**config.mk**
```make
export PLATFORM = sky130hd
export DESIGN_NAME = ufts_top
export DESIGN_NICKNAME = d
export VERILOG_FILES = /design/src/ufts_pkg.sv /design/src/ufts_rx_frame.sv /design/src/ufts_top.sv /design/src/ufts_tx_shift.sv
export SDC_FILE = /design/constraint.sdc
export NUM_CORES = 1
export LEC_CHECK = 0
export BUFFER_PORTS_ARGS = -buffer_cell sky130_fd_sc_hd__buf_2
export CORE_MARGIN = 2
export CORE_UTILIZATION = 47
export DETAILED_ROUTE_END_ITERATION = 8
export PLACE_DENSITY = 0.65
export SKIP_LAST_GASP = 1
export SYNTH_ARGS = -nofsm -noshare
export SYNTH_HDL_FRONTEND = slang
export SYNTH_HIERARCHICAL = 1
export SYNTH_SLANG_ARGS = --single-unit
```
**constraint.sdc**
```tcl
create_clock -name aclk -period 3.6 [get_ports aclk]
set_clock_uncertainty 0.05 [all_clocks]
set_input_delay 0.54 -clock aclk [delete_from_list [all_inputs] [get_ports aclk]]
set_output_delay 0.54 -clock aclk [all_outputs]
set_load 0.005 [all_outputs]
```
**src/ufts_pkg.sv**
```systemverilog
// Shared constants and types of the serial status-flag block
package ufts_pkg;

  // AXI4-Lite geometry
  localparam int          UFTS_ADDR_W     = 8;
  localparam int          UFTS_DATA_W     = 32;
  localparam logic [1:0]  UFTS_RESP_OKAY  = 2'h0;
  localparam logic [1:0]  UFTS_RESP_SLVERR = 2'h2;

  // Register byte offsets
  localparam logic [7:0]  UFTS_OFF_CTRL     = 8'h00;  // serial_control_reg
  localparam logic [7:0]  UFTS_OFF_FCTRL    = 8'h04;  // fifo_control_reg
  localparam logic [7:0]  UFTS_OFF_STATUS   = 8'h08;  // serial_status_reg
  localparam logic [7:0]  UFTS_OFF_TXFIFO   = 8'h0C;  // tx_fifo
  localparam logic [7:0]  UFTS_OFF_BAUD     = 8'h10;
  localparam logic [7:0]  UFTS_OFF_IRQ_ST   = 8'h14;
  localparam logic [7:0]  UFTS_OFF_IRQ_MASK = 8'h18;

  // Field positions
  localparam int UFTS_CTRL_TE_BIT   = 0;
  localparam int UFTS_FCR_TTRG_LO   = 4;
  localparam int UFTS_FCR_TTRG_HI   = 5;
  localparam int UFTS_ST_TX_END_FLAG_BIT   = 6;
  localparam int UFTS_ST_TX_FIFO_LOW_FLAG_BIT   = 5;
  localparam int UFTS_ST_BRK_BIT    = 4;
  localparam int UFTS_CNT_LSB       = 8;
  localparam int UFTS_CNT_FIELD_W   = 8;

  // Flag indexes inside the read-tracking vector
  localparam int UFTS_FLG_BRK  = 0;
  localparam int UFTS_FLG_TX_FIFO_LOW_FLAG = 1;
  localparam int UFTS_FLG_TX_END_FLAG = 2;
  localparam int UFTS_NFLG     = 3;

  // Transmit FIFO
  localparam int         UFTS_FIFO_DEPTH = 16;
  localparam int         UFTS_PTR_W      = 4;
  localparam int         UFTS_CNT_W      = 5;
  localparam logic [4:0] UFTS_FIFO_FULL  = 5'h10;
  localparam logic [4:0] UFTS_TTRG_CNT0  = 5'h08;
  localparam logic [4:0] UFTS_TTRG_CNT1  = 5'h04;
  localparam logic [4:0] UFTS_TTRG_CNT2  = 5'h02;
  localparam logic [4:0] UFTS_TTRG_CNT3  = 5'h01;

  // Bit timing: 16 oversampling ticks per bit, 8 data bits
  localparam logic [3:0]  UFTS_OVS_LAST  = 4'hF;
  localparam logic [3:0]  UFTS_OVS_MID   = 4'h7;
  localparam logic [2:0]  UFTS_LAST_DBIT = 3'h7;
  localparam logic [15:0] UFTS_BAUD_RST  = 16'h0035;

  typedef enum logic [1:0] {UFTS_TX_IDLE, UFTS_TX_START, UFTS_TX_DATA, UFTS_TX_STOP} ufts_tx_state_t;
  typedef enum logic [2:0] {UFTS_RX_IDLE, UFTS_RX_START, UFTS_RX_DATA, UFTS_RX_STOP, UFTS_RX_MARK} ufts_rx_state_t;

endpackage : ufts_pkg

```
**src/ufts_rx_frame.sv**
```systemverilog
// Receive framer: reports each frame end with its framing error and space state
`timescale 1ns/1ns
`default_nettype none
module ufts_rx_frame (
  // Clock and reset
  input  wire logic aclk,
  input  wire logic aresetn,
  // Timing and control
  input  wire logic tick,
  input  wire logic clr,
  // Line
  input  wire logic rxd_pin,
  // Frame report
  output logic      frame_done,
  output logic      frame_ferr,
  output logic      frame_space
);
  import ufts_pkg::*;

  ufts_rx_state_t state_q;
  logic           s1_q, s2_q, s3_q, rxd_q;
  logic [3:0]     ovs_q;
  logic [2:0]     bit_q;
  logic [7:0]     data_q;
  logic           done_q, ferr_q, space_q;

  assign frame_done  = done_q;
  assign frame_ferr  = ferr_q;
  assign frame_space = space_q;

  // Pin synchroniser; a level counts once stages two and three agree
  always_ff @(posedge aclk) begin
    if (!aresetn) begin
      s1_q  <= 1'b1;
      s2_q  <= 1'b1;
      s3_q  <= 1'b1;
      rxd_q <= 1'b1;
    end else begin
      s1_q <= rxd_pin;
      s2_q <= s1_q;
      s3_q <= s2_q;
      if (s2_q == s3_q) begin
        rxd_q <= s3_q;
      end
    end
  end

  always_ff @(posedge aclk) begin
    done_q <= 1'b0;
    if (!aresetn || clr) begin
      state_q <= UFTS_RX_IDLE;
      ovs_q   <= 4'h0;
      bit_q   <= 3'h0;
      data_q  <= 8'h00;
      ferr_q  <= 1'b0;
      space_q <= 1'b0;
    end else if (state_q == UFTS_RX_IDLE) begin
      ovs_q <= 4'h0;
      if (!rxd_q) begin
        state_q <= UFTS_RX_START;
      end
    end else if (state_q == UFTS_RX_MARK) begin
      // After a framing error wait for mark so a held space is one event
      if (rxd_q) begin
        state_q <= UFTS_RX_IDLE;
      end
    end else if (tick) begin
      ovs_q <= ovs_q + 4'h1;
      case (state_q)
        UFTS_RX_START: begin
          if (ovs_q == UFTS_OVS_MID) begin
            ovs_q   <= 4'h0;
            bit_q   <= 3'h0;
            state_q <= rxd_q ? UFTS_RX_IDLE : UFTS_RX_DATA;
          end
        end
        UFTS_RX_DATA: begin
          if (ovs_q == UFTS_OVS_LAST) begin
            data_q <= {rxd_q, data_q[7:1]};
            bit_q  <= bit_q + 3'h1;
            if (bit_q == UFTS_LAST_DBIT) begin
              state_q <= UFTS_RX_STOP;
            end
          end
        end
        UFTS_RX_STOP: begin
          if (ovs_q == UFTS_OVS_LAST) begin
            done_q  <= 1'b1;
            ferr_q  <= !rxd_q;
            space_q <= !rxd_q && (data_q == 8'h00);
            state_q <= rxd_q ? UFTS_RX_IDLE : UFTS_RX_MARK;
          end
        end
        default: state_q <= UFTS_RX_IDLE;
      endcase
    end
  end

endmodule : ufts_rx_frame
`default_nettype wire

```
**src/ufts_top.sv**
```systemverilog
// Serial port status flags: transmit end, transmit FIFO low, break, with AXI4-Lite access
`timescale 1ns/1ns
`default_nettype none
module ufts_top (
  // Clock and reset
  input  wire logic                          aclk,
  input  wire logic                          aresetn,
  // AXI4-Lite write address
  input  wire logic                          awvalid,
  output logic                               awready,
  input  wire logic [ufts_pkg::UFTS_ADDR_W-1:0] awaddr,
  // AXI4-Lite write data
  input  wire logic                          wvalid,
  output logic                               wready,
  input  wire logic [ufts_pkg::UFTS_DATA_W-1:0] wdata,
  input  wire logic [3:0]                    wstrb,
  // AXI4-Lite write response
  output logic                               bvalid,
  input  wire logic                          bready,
  output logic [1:0]                         bresp,
  // AXI4-Lite read address
  input  wire logic                          arvalid,
  output logic                               arready,
  input  wire logic [ufts_pkg::UFTS_ADDR_W-1:0] araddr,
  // AXI4-Lite read data
  output logic                               rvalid,
  input  wire logic                          rready,
  output logic [ufts_pkg::UFTS_DATA_W-1:0]   rdata,
  output logic [1:0]                         rresp,
  // Serial line
  output logic                               txd,
  input  wire logic                          rxd,
  // Power state
  input  wire logic                          standby,
  // Interrupt
  output logic                               irq
);
  import ufts_pkg::*;

  function automatic logic is_mapped(input logic [UFTS_ADDR_W-1:0] a);
    is_mapped = (a == UFTS_OFF_CTRL) || (a == UFTS_OFF_FCTRL) || (a == UFTS_OFF_STATUS) ||
                (a == UFTS_OFF_TXFIFO) || (a == UFTS_OFF_BAUD) || (a == UFTS_OFF_IRQ_ST) ||
                (a == UFTS_OFF_IRQ_MASK);
  endfunction : is_mapped

  function automatic logic [UFTS_CNT_W-1:0] trig_count(input logic [1:0] code);
    case (code)
      2'h0:    trig_count = UFTS_TTRG_CNT0;
      2'h1:    trig_count = UFTS_TTRG_CNT1;
      2'h2:    trig_count = UFTS_TTRG_CNT2;
      default: trig_count = UFTS_TTRG_CNT3;
    endcase
  endfunction : trig_count

  // Bus slave state
  logic                   aw_hold_q, w_hold_q, bvalid_q, rvalid_q;
  logic [UFTS_ADDR_W-1:0] awaddr_q;
  logic [UFTS_DATA_W-1:0] wdata_q, rdata_q;
  logic [3:0]             wstrb_q;
  logic [1:0]             bresp_q, rresp_q;
  logic                   wr_go, rd_go, wr_lo;

  // Registers
  logic                   tx_enable_bit_q;
  logic                   tx_trigger_level_hi_q, tx_trigger_level_lo_q;
  logic [15:0]            baud_q, baud_cnt_q;
  logic                   tx_end_flag_q, tx_fifo_low_flag_q, break_flag_q;
  logic [UFTS_NFLG-1:0]   rd_seen_q;
  logic [7:0]             irq_st_q, irq_mask_q;
  logic                   prev_ferr_q;

  // FIFO storage
  logic [7:0]             tx_fifo_mem [UFTS_FIFO_DEPTH];
  logic [UFTS_PTR_W-1:0]  wr_ptr_q, rd_ptr_q;
  logic [UFTS_CNT_W-1:0]  cnt_q, trig, cnt_after_pop;

  // Events
  logic                   tick, push, pop, tx_busy, tx_done;
  logic                   rx_done, rx_ferr, rx_space;
  logic                   st_wr, st_rd;
  logic                   tx_end_flag_set, tx_fifo_low_flag_set, brk_set;
  logic [UFTS_NFLG-1:0]   sw_clr, flags;
  logic [7:0]             ev_vec;

  // ---------------- AXI4-Lite slave ----------------
  assign awready = !aw_hold_q && !bvalid_q;
  assign wready  = !w_hold_q && !bvalid_q;
  assign bvalid  = bvalid_q;
  assign bresp   = bresp_q;
  assign arready = !rvalid_q;
  assign rvalid  = rvalid_q;
  assign rdata   = rdata_q;
  assign rresp   = rresp_q;

  // Write takes effect one cycle after both halves are held
  assign wr_go = aw_hold_q && w_hold_q && !bvalid_q;
  assign wr_lo = wr_go && wstrb_q[0];
  assign rd_go = arvalid && !rvalid_q;

  always_ff @(posedge aclk) begin
    if (!aresetn) begin
      aw_hold_q <= 1'b0;
      awaddr_q  <= '0;
    end else if (awvalid && awready) begin
      aw_hold_q <= 1'b1;
      awaddr_q  <= awaddr;
    end else if (wr_go) begin
      aw_hold_q <= 1'b0;
    end
  end

  always_ff @(posedge aclk) begin
    if (!aresetn) begin
      w_hold_q <= 1'b0;
      wdata_q  <= '0;
      wstrb_q  <= 4'h0;
    end else if (wvalid && wready) begin
      w_hold_q <= 1'b1;
      wdata_q  <= wdata;
      wstrb_q  <= wstrb;
    end else if (wr_go) begin
      w_hold_q <= 1'b0;
    end
  end

  always_ff @(posedge aclk) begin
    if (!aresetn) begin
      bvalid_q <= 1'b0;
      bresp_q  <= UFTS_RESP_OKAY;
    end else if (wr_go) begin
      bvalid_q <= 1'b1;
      bresp_q  <= is_mapped(awaddr_q) ? UFTS_RESP_OKAY : UFTS_RESP_SLVERR;
    end else if (bready) begin
      bvalid_q <= 1'b0;
    end
  end

  // Read mux; status shows only the three flags, other bits read zero
  always_ff @(posedge aclk) begin
    if (!aresetn) begin
      rvalid_q <= 1'b0;
      rdata_q  <= '0;
      rresp_q  <= UFTS_RESP_OKAY;
    end else if (rd_go) begin
      rvalid_q <= 1'b1;
      rresp_q  <= is_mapped(araddr) ? UFTS_RESP_OKAY : UFTS_RESP_SLVERR;
      rdata_q  <= '0;
      case (araddr)
        UFTS_OFF_CTRL:     rdata_q[UFTS_CTRL_TE_BIT] <= tx_enable_bit_q;
        UFTS_OFF_FCTRL: begin
          rdata_q[UFTS_FCR_TTRG_HI] <= tx_trigger_level_hi_q;
          rdata_q[UFTS_FCR_TTRG_LO] <= tx_trigger_level_lo_q;
        end
        UFTS_OFF_STATUS: begin
          rdata_q[UFTS_ST_TX_END_FLAG_BIT] <= tx_end_flag_q;
          rdata_q[UFTS_ST_TX_FIFO_LOW_FLAG_BIT] <= tx_fifo_low_flag_q;
          rdata_q[UFTS_ST_BRK_BIT]  <= break_flag_q;
        end
        UFTS_OFF_TXFIFO:   rdata_q[UFTS_CNT_LSB +: UFTS_CNT_FIELD_W] <= {3'h0, cnt_q};
        UFTS_OFF_BAUD:     rdata_q[15:0] <= baud_q;
        UFTS_OFF_IRQ_ST:   rdata_q[7:0] <= irq_st_q;
        UFTS_OFF_IRQ_MASK: rdata_q[7:0] <= irq_mask_q;
        default:           rdata_q <= '0;
      endcase
    end else if (rready) begin
      rvalid_q <= 1'b0;
    end
  end

  // ---------------- Control registers ----------------
  always_ff @(posedge aclk) begin
    if (!aresetn || standby) begin
      tx_enable_bit_q <= 1'b0;
    end else if (wr_lo && awaddr_q == UFTS_OFF_CTRL) begin
      tx_enable_bit_q <= wdata_q[UFTS_CTRL_TE_BIT];
    end
  end

  always_ff @(posedge aclk) begin
    if (!aresetn) begin
      tx_trigger_level_hi_q <= 1'b0;
      tx_trigger_level_lo_q <= 1'b0;
    end else if (wr_lo && awaddr_q == UFTS_OFF_FCTRL) begin
      tx_trigger_level_hi_q <= wdata_q[UFTS_FCR_TTRG_HI];
      tx_trigger_level_lo_q <= wdata_q[UFTS_FCR_TTRG_LO];
    end
  end

  always_ff @(posedge aclk) begin
    if (!aresetn) begin
      baud_q <= UFTS_BAUD_RST;
    end else if (wr_go && awaddr_q == UFTS_OFF_BAUD) begin
      if (wstrb_q[0]) baud_q[7:0] <= wdata_q[7:0];
      if (wstrb_q[1]) baud_q[15:8] <= wdata_q[15:8];
    end
  end

  // Oversampling tick: one pulse every baud_q + 1 cycles
  always_ff @(posedge aclk) begin
    if (!aresetn || baud_cnt_q >= baud_q) begin
      baud_cnt_q <= 16'h0000;
    end else begin
      baud_cnt_q <= baud_cnt_q + 16'h0001;
    end
  end
  assign tick = aresetn && (baud_cnt_q >= baud_q);

  // ---------------- Transmit FIFO ----------------
  assign trig          = trig_count({tx_trigger_level_hi_q, tx_trigger_level_lo_q});
  assign push          = wr_lo && awaddr_q == UFTS_OFF_TXFIFO && cnt_q != UFTS_FIFO_FULL && !standby;
  assign pop           = tx_enable_bit_q && !tx_busy && cnt_q != '0 && !standby;
  assign cnt_after_pop = cnt_q - 5'h01;

  // Full FIFO leaves memory and pointers untouched on a write
  always_ff @(posedge aclk) begin
    if (push) begin
      tx_fifo_mem[wr_ptr_q] <= wdata_q[7:0];
    end
  end

  always_ff @(posedge aclk) begin
    if (!aresetn || standby) begin
      wr_ptr_q <= '0;
      rd_ptr_q <= '0;
      cnt_q    <= '0;
    end else begin
      if (push) wr_ptr_q <= wr_ptr_q + 4'h1;
      if (pop)  rd_ptr_q <= rd_ptr_q + 4'h1;
      case ({push, pop})
        2'b10:   cnt_q <= cnt_q + 5'h01;
        2'b01:   cnt_q <= cnt_after_pop;
        default: cnt_q <= cnt_q;
      endcase
    end
  end

  ufts_tx_shift u_tx (
    .aclk    (aclk),
    .aresetn (aresetn),
    .tick    (tick),
    .clr     (standby),
    .start   (pop),
    .data    (tx_fifo_mem[rd_ptr_q]),
    .busy    (tx_busy),
    .done    (tx_done),
    .txd     (txd)
  );

  ufts_rx_frame u_rx (
    .aclk        (aclk),
    .aresetn     (aresetn),
    .tick        (tick),
    .clr         (standby),
    .rxd_pin     (rxd),
    .frame_done  (rx_done),
    .frame_ferr  (rx_ferr),
    .frame_space (rx_space)
  );

  // ---------------- Status flags ----------------
  assign st_wr    = wr_lo && awaddr_q == UFTS_OFF_STATUS;
  assign st_rd    = rd_go && araddr == UFTS_OFF_STATUS;
  assign flags    = {tx_end_flag_q, tx_fifo_low_flag_q, break_flag_q};

  // A zero written over a flag seen set clears it, FIFO low only while cnt_q exceeds trig; ones are ignored
  assign sw_clr[UFTS_FLG_TX_END_FLAG] = st_wr && !wdata_q[UFTS_ST_TX_END_FLAG_BIT] && rd_seen_q[UFTS_FLG_TX_END_FLAG];
  assign sw_clr[UFTS_FLG_TX_FIFO_LOW_FLAG] = st_wr && !wdata_q[UFTS_ST_TX_FIFO_LOW_FLAG_BIT] && rd_seen_q[UFTS_FLG_TX_FIFO_LOW_FLAG]
                                 && (cnt_q > trig);
  assign sw_clr[UFTS_FLG_BRK]  = st_wr && !wdata_q[UFTS_ST_BRK_BIT] && rd_seen_q[UFTS_FLG_BRK];

  assign tx_end_flag_set = tx_done && cnt_q == '0 && !push;
  assign tx_fifo_low_flag_set = pop && (cnt_after_pop < trig);
  assign brk_set  = rx_done && rx_ferr;

  // A later frame that again ends at space sets it too; the latch-up is the same
  always_ff @(posedge aclk) begin
    if (!aresetn || standby) begin
      prev_ferr_q <= 1'b0;
    end else if (rx_done) begin
      prev_ferr_q <= rx_ferr && rx_space;
    end
  end

  always_ff @(posedge aclk) begin
    if (!aresetn || standby) begin
      tx_end_flag_q <= 1'b1;
    end else if (push) begin
      tx_end_flag_q <= 1'b0;
    end else if (tx_end_flag_set) begin
      tx_end_flag_q <= 1'b1;
    end else if (sw_clr[UFTS_FLG_TX_END_FLAG]) begin
      tx_end_flag_q <= 1'b0;
    end
  end

  always_ff @(posedge aclk) begin
    if (!aresetn || standby) begin
      tx_fifo_low_flag_q <= 1'b1;
    end else if (tx_fifo_low_flag_set) begin
      tx_fifo_low_flag_q <= 1'b1;
    end else if (sw_clr[UFTS_FLG_TX_FIFO_LOW_FLAG]) begin
      tx_fifo_low_flag_q <= 1'b0;
    end
  end

  always_ff @(posedge aclk) begin
    if (!aresetn || standby) begin
      break_flag_q <= 1'b0;
    end else if (brk_set || (rx_done && rx_ferr && rx_space && prev_ferr_q)) begin
      break_flag_q <= 1'b1;
    end else if (sw_clr[UFTS_FLG_BRK]) begin
      break_flag_q <= 1'b0;
    end
  end

  // Read-while-set memory; a fresh set drops it so the next zero write cannot erase it
  always_ff @(posedge aclk) begin
    if (!aresetn || standby) begin
      rd_seen_q <= '0;
    end else begin
      if (st_wr) rd_seen_q <= '0;
      if (st_rd) rd_seen_q <= flags;
      if (tx_end_flag_set) rd_seen_q[UFTS_FLG_TX_END_FLAG] <= 1'b0;
      if (tx_fifo_low_flag_set) rd_seen_q[UFTS_FLG_TX_FIFO_LOW_FLAG] <= 1'b0;
      if (brk_set)  rd_seen_q[UFTS_FLG_BRK]  <= 1'b0;
    end
  end

  // ---------------- Interrupts ----------------
  always_comb begin
    ev_vec                   = 8'h00;
    ev_vec[UFTS_ST_TX_END_FLAG_BIT] = tx_end_flag_set;
    ev_vec[UFTS_ST_TX_FIFO_LOW_FLAG_BIT] = tx_fifo_low_flag_set;
    ev_vec[UFTS_ST_BRK_BIT]  = brk_set;
  end

  // Set beats a write-one clear arriving in the same cycle
  always_ff @(posedge aclk) begin
    if (!aresetn) begin
      irq_st_q <= 8'h00;
    end else begin
      irq_st_q <= ev_vec | (irq_st_q & ~((wr_lo && awaddr_q == UFTS_OFF_IRQ_ST) ? wdata_q[7:0] : 8'h00));
    end
  end

  always_ff @(posedge aclk) begin
    if (!aresetn) begin
      irq_mask_q <= 8'h00;
    end else if (wr_lo && awaddr_q == UFTS_OFF_IRQ_MASK) begin
      irq_mask_q <= wdata_q[7:0] & (8'h00 | ev_mask());
    end
  end

  function automatic logic [7:0] ev_mask();
    ev_mask                   = 8'h00;
    ev_mask[UFTS_ST_TX_END_FLAG_BIT] = 1'b1;
    ev_mask[UFTS_ST_TX_FIFO_LOW_FLAG_BIT] = 1'b1;
    ev_mask[UFTS_ST_BRK_BIT]  = 1'b1;
  endfunction : ev_mask

  assign irq = |(irq_st_q & irq_mask_q);

endmodule : ufts_top
`default_nettype wire

```
**src/ufts_tx_shift.sv**
```systemverilog
// Transmit shifter: start bit, eight data bits LSB first, one stop bit
`timescale 1ns/1ns
`default_nettype none
module ufts_tx_shift (
  // Clock and reset
  input  wire logic       aclk,
  input  wire logic       aresetn,
  // Timing and control
  input  wire logic       tick,
  input  wire logic       clr,
  // Character in
  input  wire logic       start,
  input  wire logic [7:0] data,
  // Status and line
  output logic            busy,
  output logic            done,
  output logic            txd
);
  import ufts_pkg::*;

  ufts_tx_state_t state_q;
  logic [7:0]     tx_shift_reg_q;
  logic [3:0]     ovs_q;
  logic [2:0]     bit_q;
  logic           txd_q;
  logic           done_q;

  assign busy = (state_q != UFTS_TX_IDLE);
  assign done = done_q;
  assign txd  = txd_q;

  always_ff @(posedge aclk) begin
    done_q <= 1'b0;
    if (!aresetn || clr) begin
      state_q        <= UFTS_TX_IDLE;
      tx_shift_reg_q <= 8'h00;
      ovs_q          <= 4'h0;
      bit_q          <= 3'h0;
      txd_q          <= 1'b1;
    end else begin
      case (state_q)
        UFTS_TX_IDLE: begin
          txd_q <= 1'b1;
          if (start) begin
            tx_shift_reg_q <= data;
            ovs_q          <= 4'h0;
            txd_q          <= 1'b0;
            state_q        <= UFTS_TX_START;
          end
        end
        UFTS_TX_START, UFTS_TX_DATA, UFTS_TX_STOP: begin
          if (tick) begin
            ovs_q <= ovs_q + 4'h1;
            if (ovs_q == UFTS_OVS_LAST) begin
              case (state_q)
                UFTS_TX_START: begin
                  txd_q          <= tx_shift_reg_q[0];
                  tx_shift_reg_q <= {1'b1, tx_shift_reg_q[7:1]};
                  bit_q          <= 3'h0;
                  state_q        <= UFTS_TX_DATA;
                end
                UFTS_TX_DATA: begin
                  txd_q          <= (bit_q == UFTS_LAST_DBIT) ? 1'b1 : tx_shift_reg_q[0];
                  tx_shift_reg_q <= {1'b1, tx_shift_reg_q[7:1]};
                  bit_q          <= bit_q + 3'h1;
                  if (bit_q == UFTS_LAST_DBIT) begin
                    state_q <= UFTS_TX_STOP;
                  end
                end
                default: begin
                  // Final bit of the character has left the line
                  done_q  <= 1'b1;
                  state_q <= UFTS_TX_IDLE;
                end
              endcase
            end
          end
        end
        default: state_q <= UFTS_TX_IDLE;
      endcase
    end
  end

endmodule : ufts_tx_shift
`default_nettype wire
```
==> flow_summary_export.csv, run 1 <==
group,metric,value,unit
worst_setup_path,path_class,"reg -> reg",
grt,use_met1,27.1,%
clock_tree,cts-resized-gates,0,
worst_setup_path,cp_top_family,"simple AND/OR/NAND/NOR gates",
place,gp_congestion,0.794,
grt,track_usage,18.8,%
finish,diodes,0,
place,numPortBuffers,67,
timing,fin_crit_sh,88.5,%
finish,num-nets-final,1228,
outcome,outcome,"finished, final reports clean",
timing,rsz0062_at_grt,"false",
finish,fin_cells,1481,
clock_tree,cts_made_buffers,29,
min_path,min_to,"rvalid",
timing,max_freq,0.314,GHz
place,hpwl,17.4,mm
timing,hold_viol,0,
die,die_x,166,µm
grt,grt_pass1_wl,41.9,mm
grt,use_met2,29.9,%
worst_setup_path,reg2reg_depth,11,
worst_setup_path,cp_data_required_time,4.02,ns
worst_setup_path,reg2reg_to,"u_rx/state_q[1]",
clock_tree,cts_setup_buffers,0,
place,post-place-ws,0.452,ns
worst_setup_path,crit_path_cell_trace,"inv_1 > ha_1 > nand4_1 > nor3_1 > nor4b_1 > a21oi_1 > a21oi_1 > buf_4 > and4bb_2 > or4b_2 > a21oi_1",
timing,worstMarginPinSlew,0.891,ns
clock_tree,holdBufCountCts,0,
route,drtIter0Drc,480,
finish,syn2layout_area_growth,12.4,%
grt,antenna_found_initial,0,
worst_setup_path,startpoint_type,"flip-flop",
clock_tree,clk_pin_slew_worst_paths,0.07,ns
grt,grt_max_degree,60,
route,antenna_left,0,
die,die_area,27600,µm²
die,floorplan.rows,59,
worst_setup_path,r2r_start,"baud_q[12]",
die,ios,104,
worst_setup_path,crit_top_cell,"a21oi_1",
pwr,power_density,471,nW/µm²
route,routed_wl,25.5,mm
synth,avgSynthCellArea,11.7,µm²
flow_run,drv_cap,0,
timing,min_period,3.18,ns
clock_tree,cts-htree-levels,1,
finish,fillers,2234,
synth,syn_inst,1058,
route,first_pass_iters,5,
die,fp.dieH,166,µm
grt,top_usage_layer,"met2",
route,wl_per_cell,17.2,µm
route,vias,8093,
worst_setup_path,cp_slowest_stage_delay,0.58,ns
worst_setup_path,crit_slowest_cell,"or4b_2",
worst_setup_path,r2r_slack,0.42,ns
grt,overflow,0,
min_path,min_from,"rready",
place,placed_cells,1427,
timing,setup_tns,0,ns
clock_tree,cts_root_buffer,"clkbuf_16",
min_path,hold_depth,2,
grt,grt_util_met3,3.03,%
die,initial_core_util,47.6,%
worst_setup_path,crit_fanout,13,
die,core,25900,µm²
clock_tree,insertion_delay,0.55,ns
synth,ys_warn_count,6,
pwr,leakagePower,5.19,nW
timing,setup_viol,0,
route,post-route-drc-count,0,
grt,grt_pass1_vias,7795,
timing,max-slew-margin-rel,39.0,%
finish,drive_gt1_share,17.3,%
worst_setup_path,cp.buffers_inverters,2,
worst_setup_path,cp-end-kind,"flip-flop",
clock_tree,max-clock-path-buffers,3,
clock_tree,cts_tree,"done",
route,viasPerCell,5.46,
worst_setup_path,worst_ep_arrival_time,3.61,ns
synth,syn_area,12300,µm²
pwr,ir_drop,0.428,mV
clock_tree,cts.sinks,280,
min_path,hold_path.class,"in -> reg",
timing,drv_slew,0,
timing,final.setup.worst_slack,0.415,ns
[per-stage QoR]
stage               util [%]  hold WS (ns)  power [W]  area, µm²
floorplan                  -         0.336    0.00360      12400
global placement        49.9         0.370    0.00368      12900
detailed placement      49.9         0.374    0.00368      12900
CTS                     53.5         0.115    0.00660      13900
global route            53.5         0.133    0.00678      13900
finish                  53.5         0.131    0.00654      13900
[how the worst max path moves through the flow]
stage / cells after the start / startpoint / end
2_1_floorplan: 11 / baud_q[14] / u_rx/state_q[1]
3_3_place_gp: 11 / baud_q[12] / u_rx/state_q[1]
3_5_place_dp: 11 / baud_q[12] / u_rx/state_q[1]
4_1_cts: 11 / baud_q[14] / u_rx/state_q[1]
5_1_grt: 11 / baud_q[14] / u_rx/state_q[1]
6_report: 11 / baud_q[12] / u_rx/state_q[1]
[where the power goes]
part	switching (W)	internal [W]	total (W)
Clock	0.00121	0.00171	0.00292
Combinational	0.000123	0.0000702	0.000193
Sequential	0.0000619	0.00336	0.00342
Total	0.00140	0.00514	0.00654
[layout by cell type, fill, tap and decap left out, types with 4 or more instances in the layout]
cell type and instances:
and4_1 5, buf_2 67, a22oi_1 8, nor4b_1 5, nand2b_1 20, edfxtp_1 128, dfxtp_1 151, buf_4 15
o211ai_1 5, nand3_1 24, a31oi_1 5, mux2i_1 34, a21oi_1 75, xnor2_1 12, inv_1 36, conb_1 18
mux4_2 40, clkbuf_1 8, clkinv_2 6, xor2_1 19, ha_1 44, nand4_1 7, nor3_1 18, nor2_1 92
nand2_1 108, clkbuf_16 29, a221oi_1 6, and2_1 5, nor2b_1 14, and3_1 21, nand3b_1 5, a211oi_1 9
o21ai_0 29, or2_2 4
[area by class of cell]
cell class | instances | area [µm²] | area share (%)
Clock buffer | 37 | 756 | 5.45
Clock inverter | 17 | 179 | 1.29
Inverter | 37 | 139 | 1.00
Multi-Input combinational cell | 692 | 5030 | 36.2
Sequential cell | 280 | 6890 | 49.6
Tap cell | 335 | 419 | 3.02
Timing Repair Buffer | 83 | 468 | 3.37
[registers in the layout, summed over array words and instances (netlist names), 3 cells and up, named ones only]
| signal | flops |
|---|---|
| tx_fifo_mem | 128 |
| baud_cnt_q | 16 |
| baud_q | 16 |
| rdata | 16 |
| wdata_q | 16 |
| awaddr_q | 8 |
| irq_st_q | 8 |
| u_tx/tx_shift_reg_q | 8 |
| cnt_q | 5 |
| rd_ptr_q | 4 |
| u_rx/ovs_q | 4 |
| u_tx/ovs_q | 4 |
| wr_ptr_q | 4 |
| irq_mask_q | 3 |
| rd_seen_q | 3 |
| u_rx/bit_q | 3 |
| u_rx/state_q | 3 |
| u_tx/bit_q | 3 |
[worst register-to-register path: stages (launching register included)]
cell	delay, ns
dfxtp_1	0.42
inv_1	0.07
ha_1	0.29
nand4_1	0.11
nor3_1	0.39
nor4b_1	0.36
a21oi_1	0.07
a21oi_1	0.17
buf_4	0.21
and4bb_2	0.26
or4b_2	0.58
a21oi_1	0.14
[layer usage]
layer,vias to the layer above,wire [µm],part of all wire [%]
li1,3950,-,-
met1,3915,12100,47
met2,192,11700,46
met3,36,1290,5.1
met4,0,469,1.8
met5,-,0,0
(Power assumes the default switching activity.)
==> inputs of run 2 (changes only) <==
--- a/config.mk
+++ b/config.mk
@@ -6,6 +6,7 @@
 export NUM_CORES = 1
 export LEC_CHECK = 0
 export BUFFER_PORTS_ARGS = -buffer_cell sky130_fd_sc_hd__buf_2
+export CORE_ASPECT_RATIO = 0.9
 export CORE_MARGIN = 2
 export CORE_UTILIZATION = 47
 export DETAILED_ROUTE_END_ITERATION = 8
==> constraint.sdc (replaced) <==
create_clock -name aclk -period 3.6 [get_ports aclk]
set_clock_uncertainty 0.05 [all_clocks]
set_input_delay 0.54 -clock aclk [delete_from_list [all_inputs] [get_ports aclk]]
set_output_delay 0.54 -clock aclk [all_outputs]
set_load 0.05 [all_outputs]
==> run 2 against run 1 <==
Combinational power is 39% higher. Clock power is 9.6% higher. Global-route usage hardly changed. Clock-buffer cell count is 7 lower. Core utilization is 0.36 points higher. Setup slack worse by 0.041 ns. Largest cell class unchanged.
==> flow_summary_export.csv, run 2 (synthesized netlist as in run 1, its figures left out) <==
group,metric,value,unit
outcome,outcome,"finished, final reports clean",
worst_setup_path,crit_path_cell_trace,"inv_1 > ha_1 > nor3b_2 > a2111oi_2 > and2_2 > inv_1 > ha_1 > nor2b_1 > a32oi_1 > or3_1 > a21oi_1",
pwr,power_density,493,nW/µm²
grt,grt_pass1_wl,40.9,mm
worst_setup_path,startpoint_type,"flip-flop",
clock_tree,cts_tree,"done",
finish,syn2layout_area_growth,13.3,%
pwr,internal_power,0.00543,W
timing,worstMarginPinSlew,1.03,ns
finish,regMostFlops,"tx_fifo_mem",
route,first_pass_iters,4,
die,floorplan.rows,56,
pwr,leakagePower,5.23,nW
finish,diodes,0,
finish,drive_gt1_share,17.4,%
die,fp.dieH,158,µm
clock_tree,holdBufCountCts,0,
place,post-place-ws,0.432,ns
min_path,min_to,"rvalid",
pwr,ir_drop,0.316,mV
grt,grt_pass1_vias,7573,
flow_run,drv_cap,0,
route,post-route-drc-count,0,
finish,layout_common_cells,"dfxtp_1 (151), edfxtp_1 (128), nand2_1 (108)",
die,initial_core_util,47.6,%
pwr,total_power,0.00689,W
grt,track_usage,18.8,%
route,wl_per_cell,17.4,µm
finish,layout_commonest_cell,"dfxtp_1",
route,antenna_left,0,
worst_setup_path,cp_data_required_time,4.00,ns
place,numPortBuffers,67,
worst_setup_path,cp_slowest_stage_delay,0.48,ns
worst_setup_path,crit_fanout,17,
place,hpwl,17.5,mm
worst_setup_path,r2r_slack,0.37,ns
clock_tree,clk_pin_slew_worst_paths,0.06,ns
timing,drv_slew,0,
worst_setup_path,crit_slowest_cell,"a2111oi_2",
clock_tree,max-clock-path-buffers,3,
finish,stdcell_area,14000,µm²
worst_setup_path,cp-end-kind,"flip-flop",
worst_setup_path,path_class,"reg -> reg",
route,routed_wl,25.9,mm
finish,largest_reg_flops,128,
grt,grt_max_degree,60,
route,viasPerCell,5.44,
clock_tree,cts_made_buffers,28,
clock_tree,cts_root_buffer,"clkbuf_16",
min_path,hold_path.class,"in -> reg",
die,die_area,27600,µm²
pwr,p_comb_share,3.9,%
clock_tree,cts-htree-levels,1,
worst_setup_path,reg2reg_to,"cnt_q[4]",
worst_setup_path,r2r_start,"cnt_q[1]",
grt,antenna_found_initial,0,
worst_setup_path,worst_ep_arrival_time,3.63,ns
grt,overflow,0,
timing,final.setup.worst_slack,0.374,ns
pwr,p_sw,0.00146,W
clock_tree,insertion_delay,0.55,ns
timing,rsz0062_at_grt,"false",
timing,max_freq,0.310,GHz
die,die_x,175,µm
timing,fin_crit_sh,89.6,%
timing,max-slew-margin-rel,29.8,%
timing,setup_viol,0,
route,vias,8118,
place,placed_area,12900,µm²
clock_tree,cts-resized-gates,0,
die,ios,104,
timing,setup_tns,0,ns
worst_setup_path,reg2reg_depth,11,
clock_tree,cts_setup_buffers,0,
min_path,hold_depth,2,
finish,num-nets-final,1226,
timing,hold_viol,0,
clock_tree,cts.sinks,280,
pwr,p_clk_share,46.5,%
timing,min_period,3.23,ns
pwr,switching_share,21.2,%
place,gp_congestion,0.797,
pwr,power_frac_seq,49.6,%
die,core,25900,µm²
route,drtIter0Drc,631,
min_path,min_from,"rready",
==> run 2: worst max-delay path by stage <==
stage | startpoint | end | slack (ns)
after floorplan | baud_q[14] | u_rx/state_q[1] | 0.78
after global placement | cnt_q[1] | cnt_q[4] | 0.50
after detailed placement | cnt_q[1] | cnt_q[4] | 0.43
after CTS | cnt_q[1] | cnt_q[4] | 0.42
after global routing | cnt_q[1] | cnt_q[4] | 0.20
final | cnt_q[1] | cnt_q[4] | 0.37
==> run 2: worst max-delay path, delay by kind of cell, from the launching register on <==
kind / cells / cell delay [ns]
compound gates: 3 / 0.76
buf+inv: 2 / 0.24
fa+ha+maj: 2 / 0.54
flops: 1 / 0.47
simple gates: 4 / 1.08
==> run 2: layer usage <==
layer	global-route usage [%]	vias to the layer above	part of all wire (%)
met5	0	-	0
met4	3.77	0	1.7
met3	2.47	38	5.3
met2	29.7	202	45
met1	27.9	3942	48
li1	-	3936	-
==> run 2: through the flow <==
| step | hold slack (ns) | cells | util (%) |
|---|---|---|---|
| floorplan | 0.336 | 1075 | - |
| global placement | 0.352 | 1439 | 49.9 |
| detailed placement | 0.356 | 1439 | 49.9 |
| CTS | 0.103 | 1491 | 53.9 |
| global route | 0.108 | 1491 | 53.9 |
| finish | 0.119 | 1491 | 53.9 |
==> run 2: power groups by stage <==
stage,sequential (W),clock [W],combinational [W]
finish,0.00342,0.00320,0.000269
global route,0.00343,0.00338,0.000295
CTS,0.00342,0.00325,0.000269
detailed placement,0.00349,0,0.000268
global placement,0.00349,0,0.000265
floorplan,0.00349,0,0.000191
==> run 2: cell type report <==
class,count,area [µm²]
timing repair buffer,82,460
multi-input combinational,692,5030
inverter,37,139
fill,2248,11900
tap,348,435
sequential,280,6890
clock inverter,22,319
clock buffer,30,708
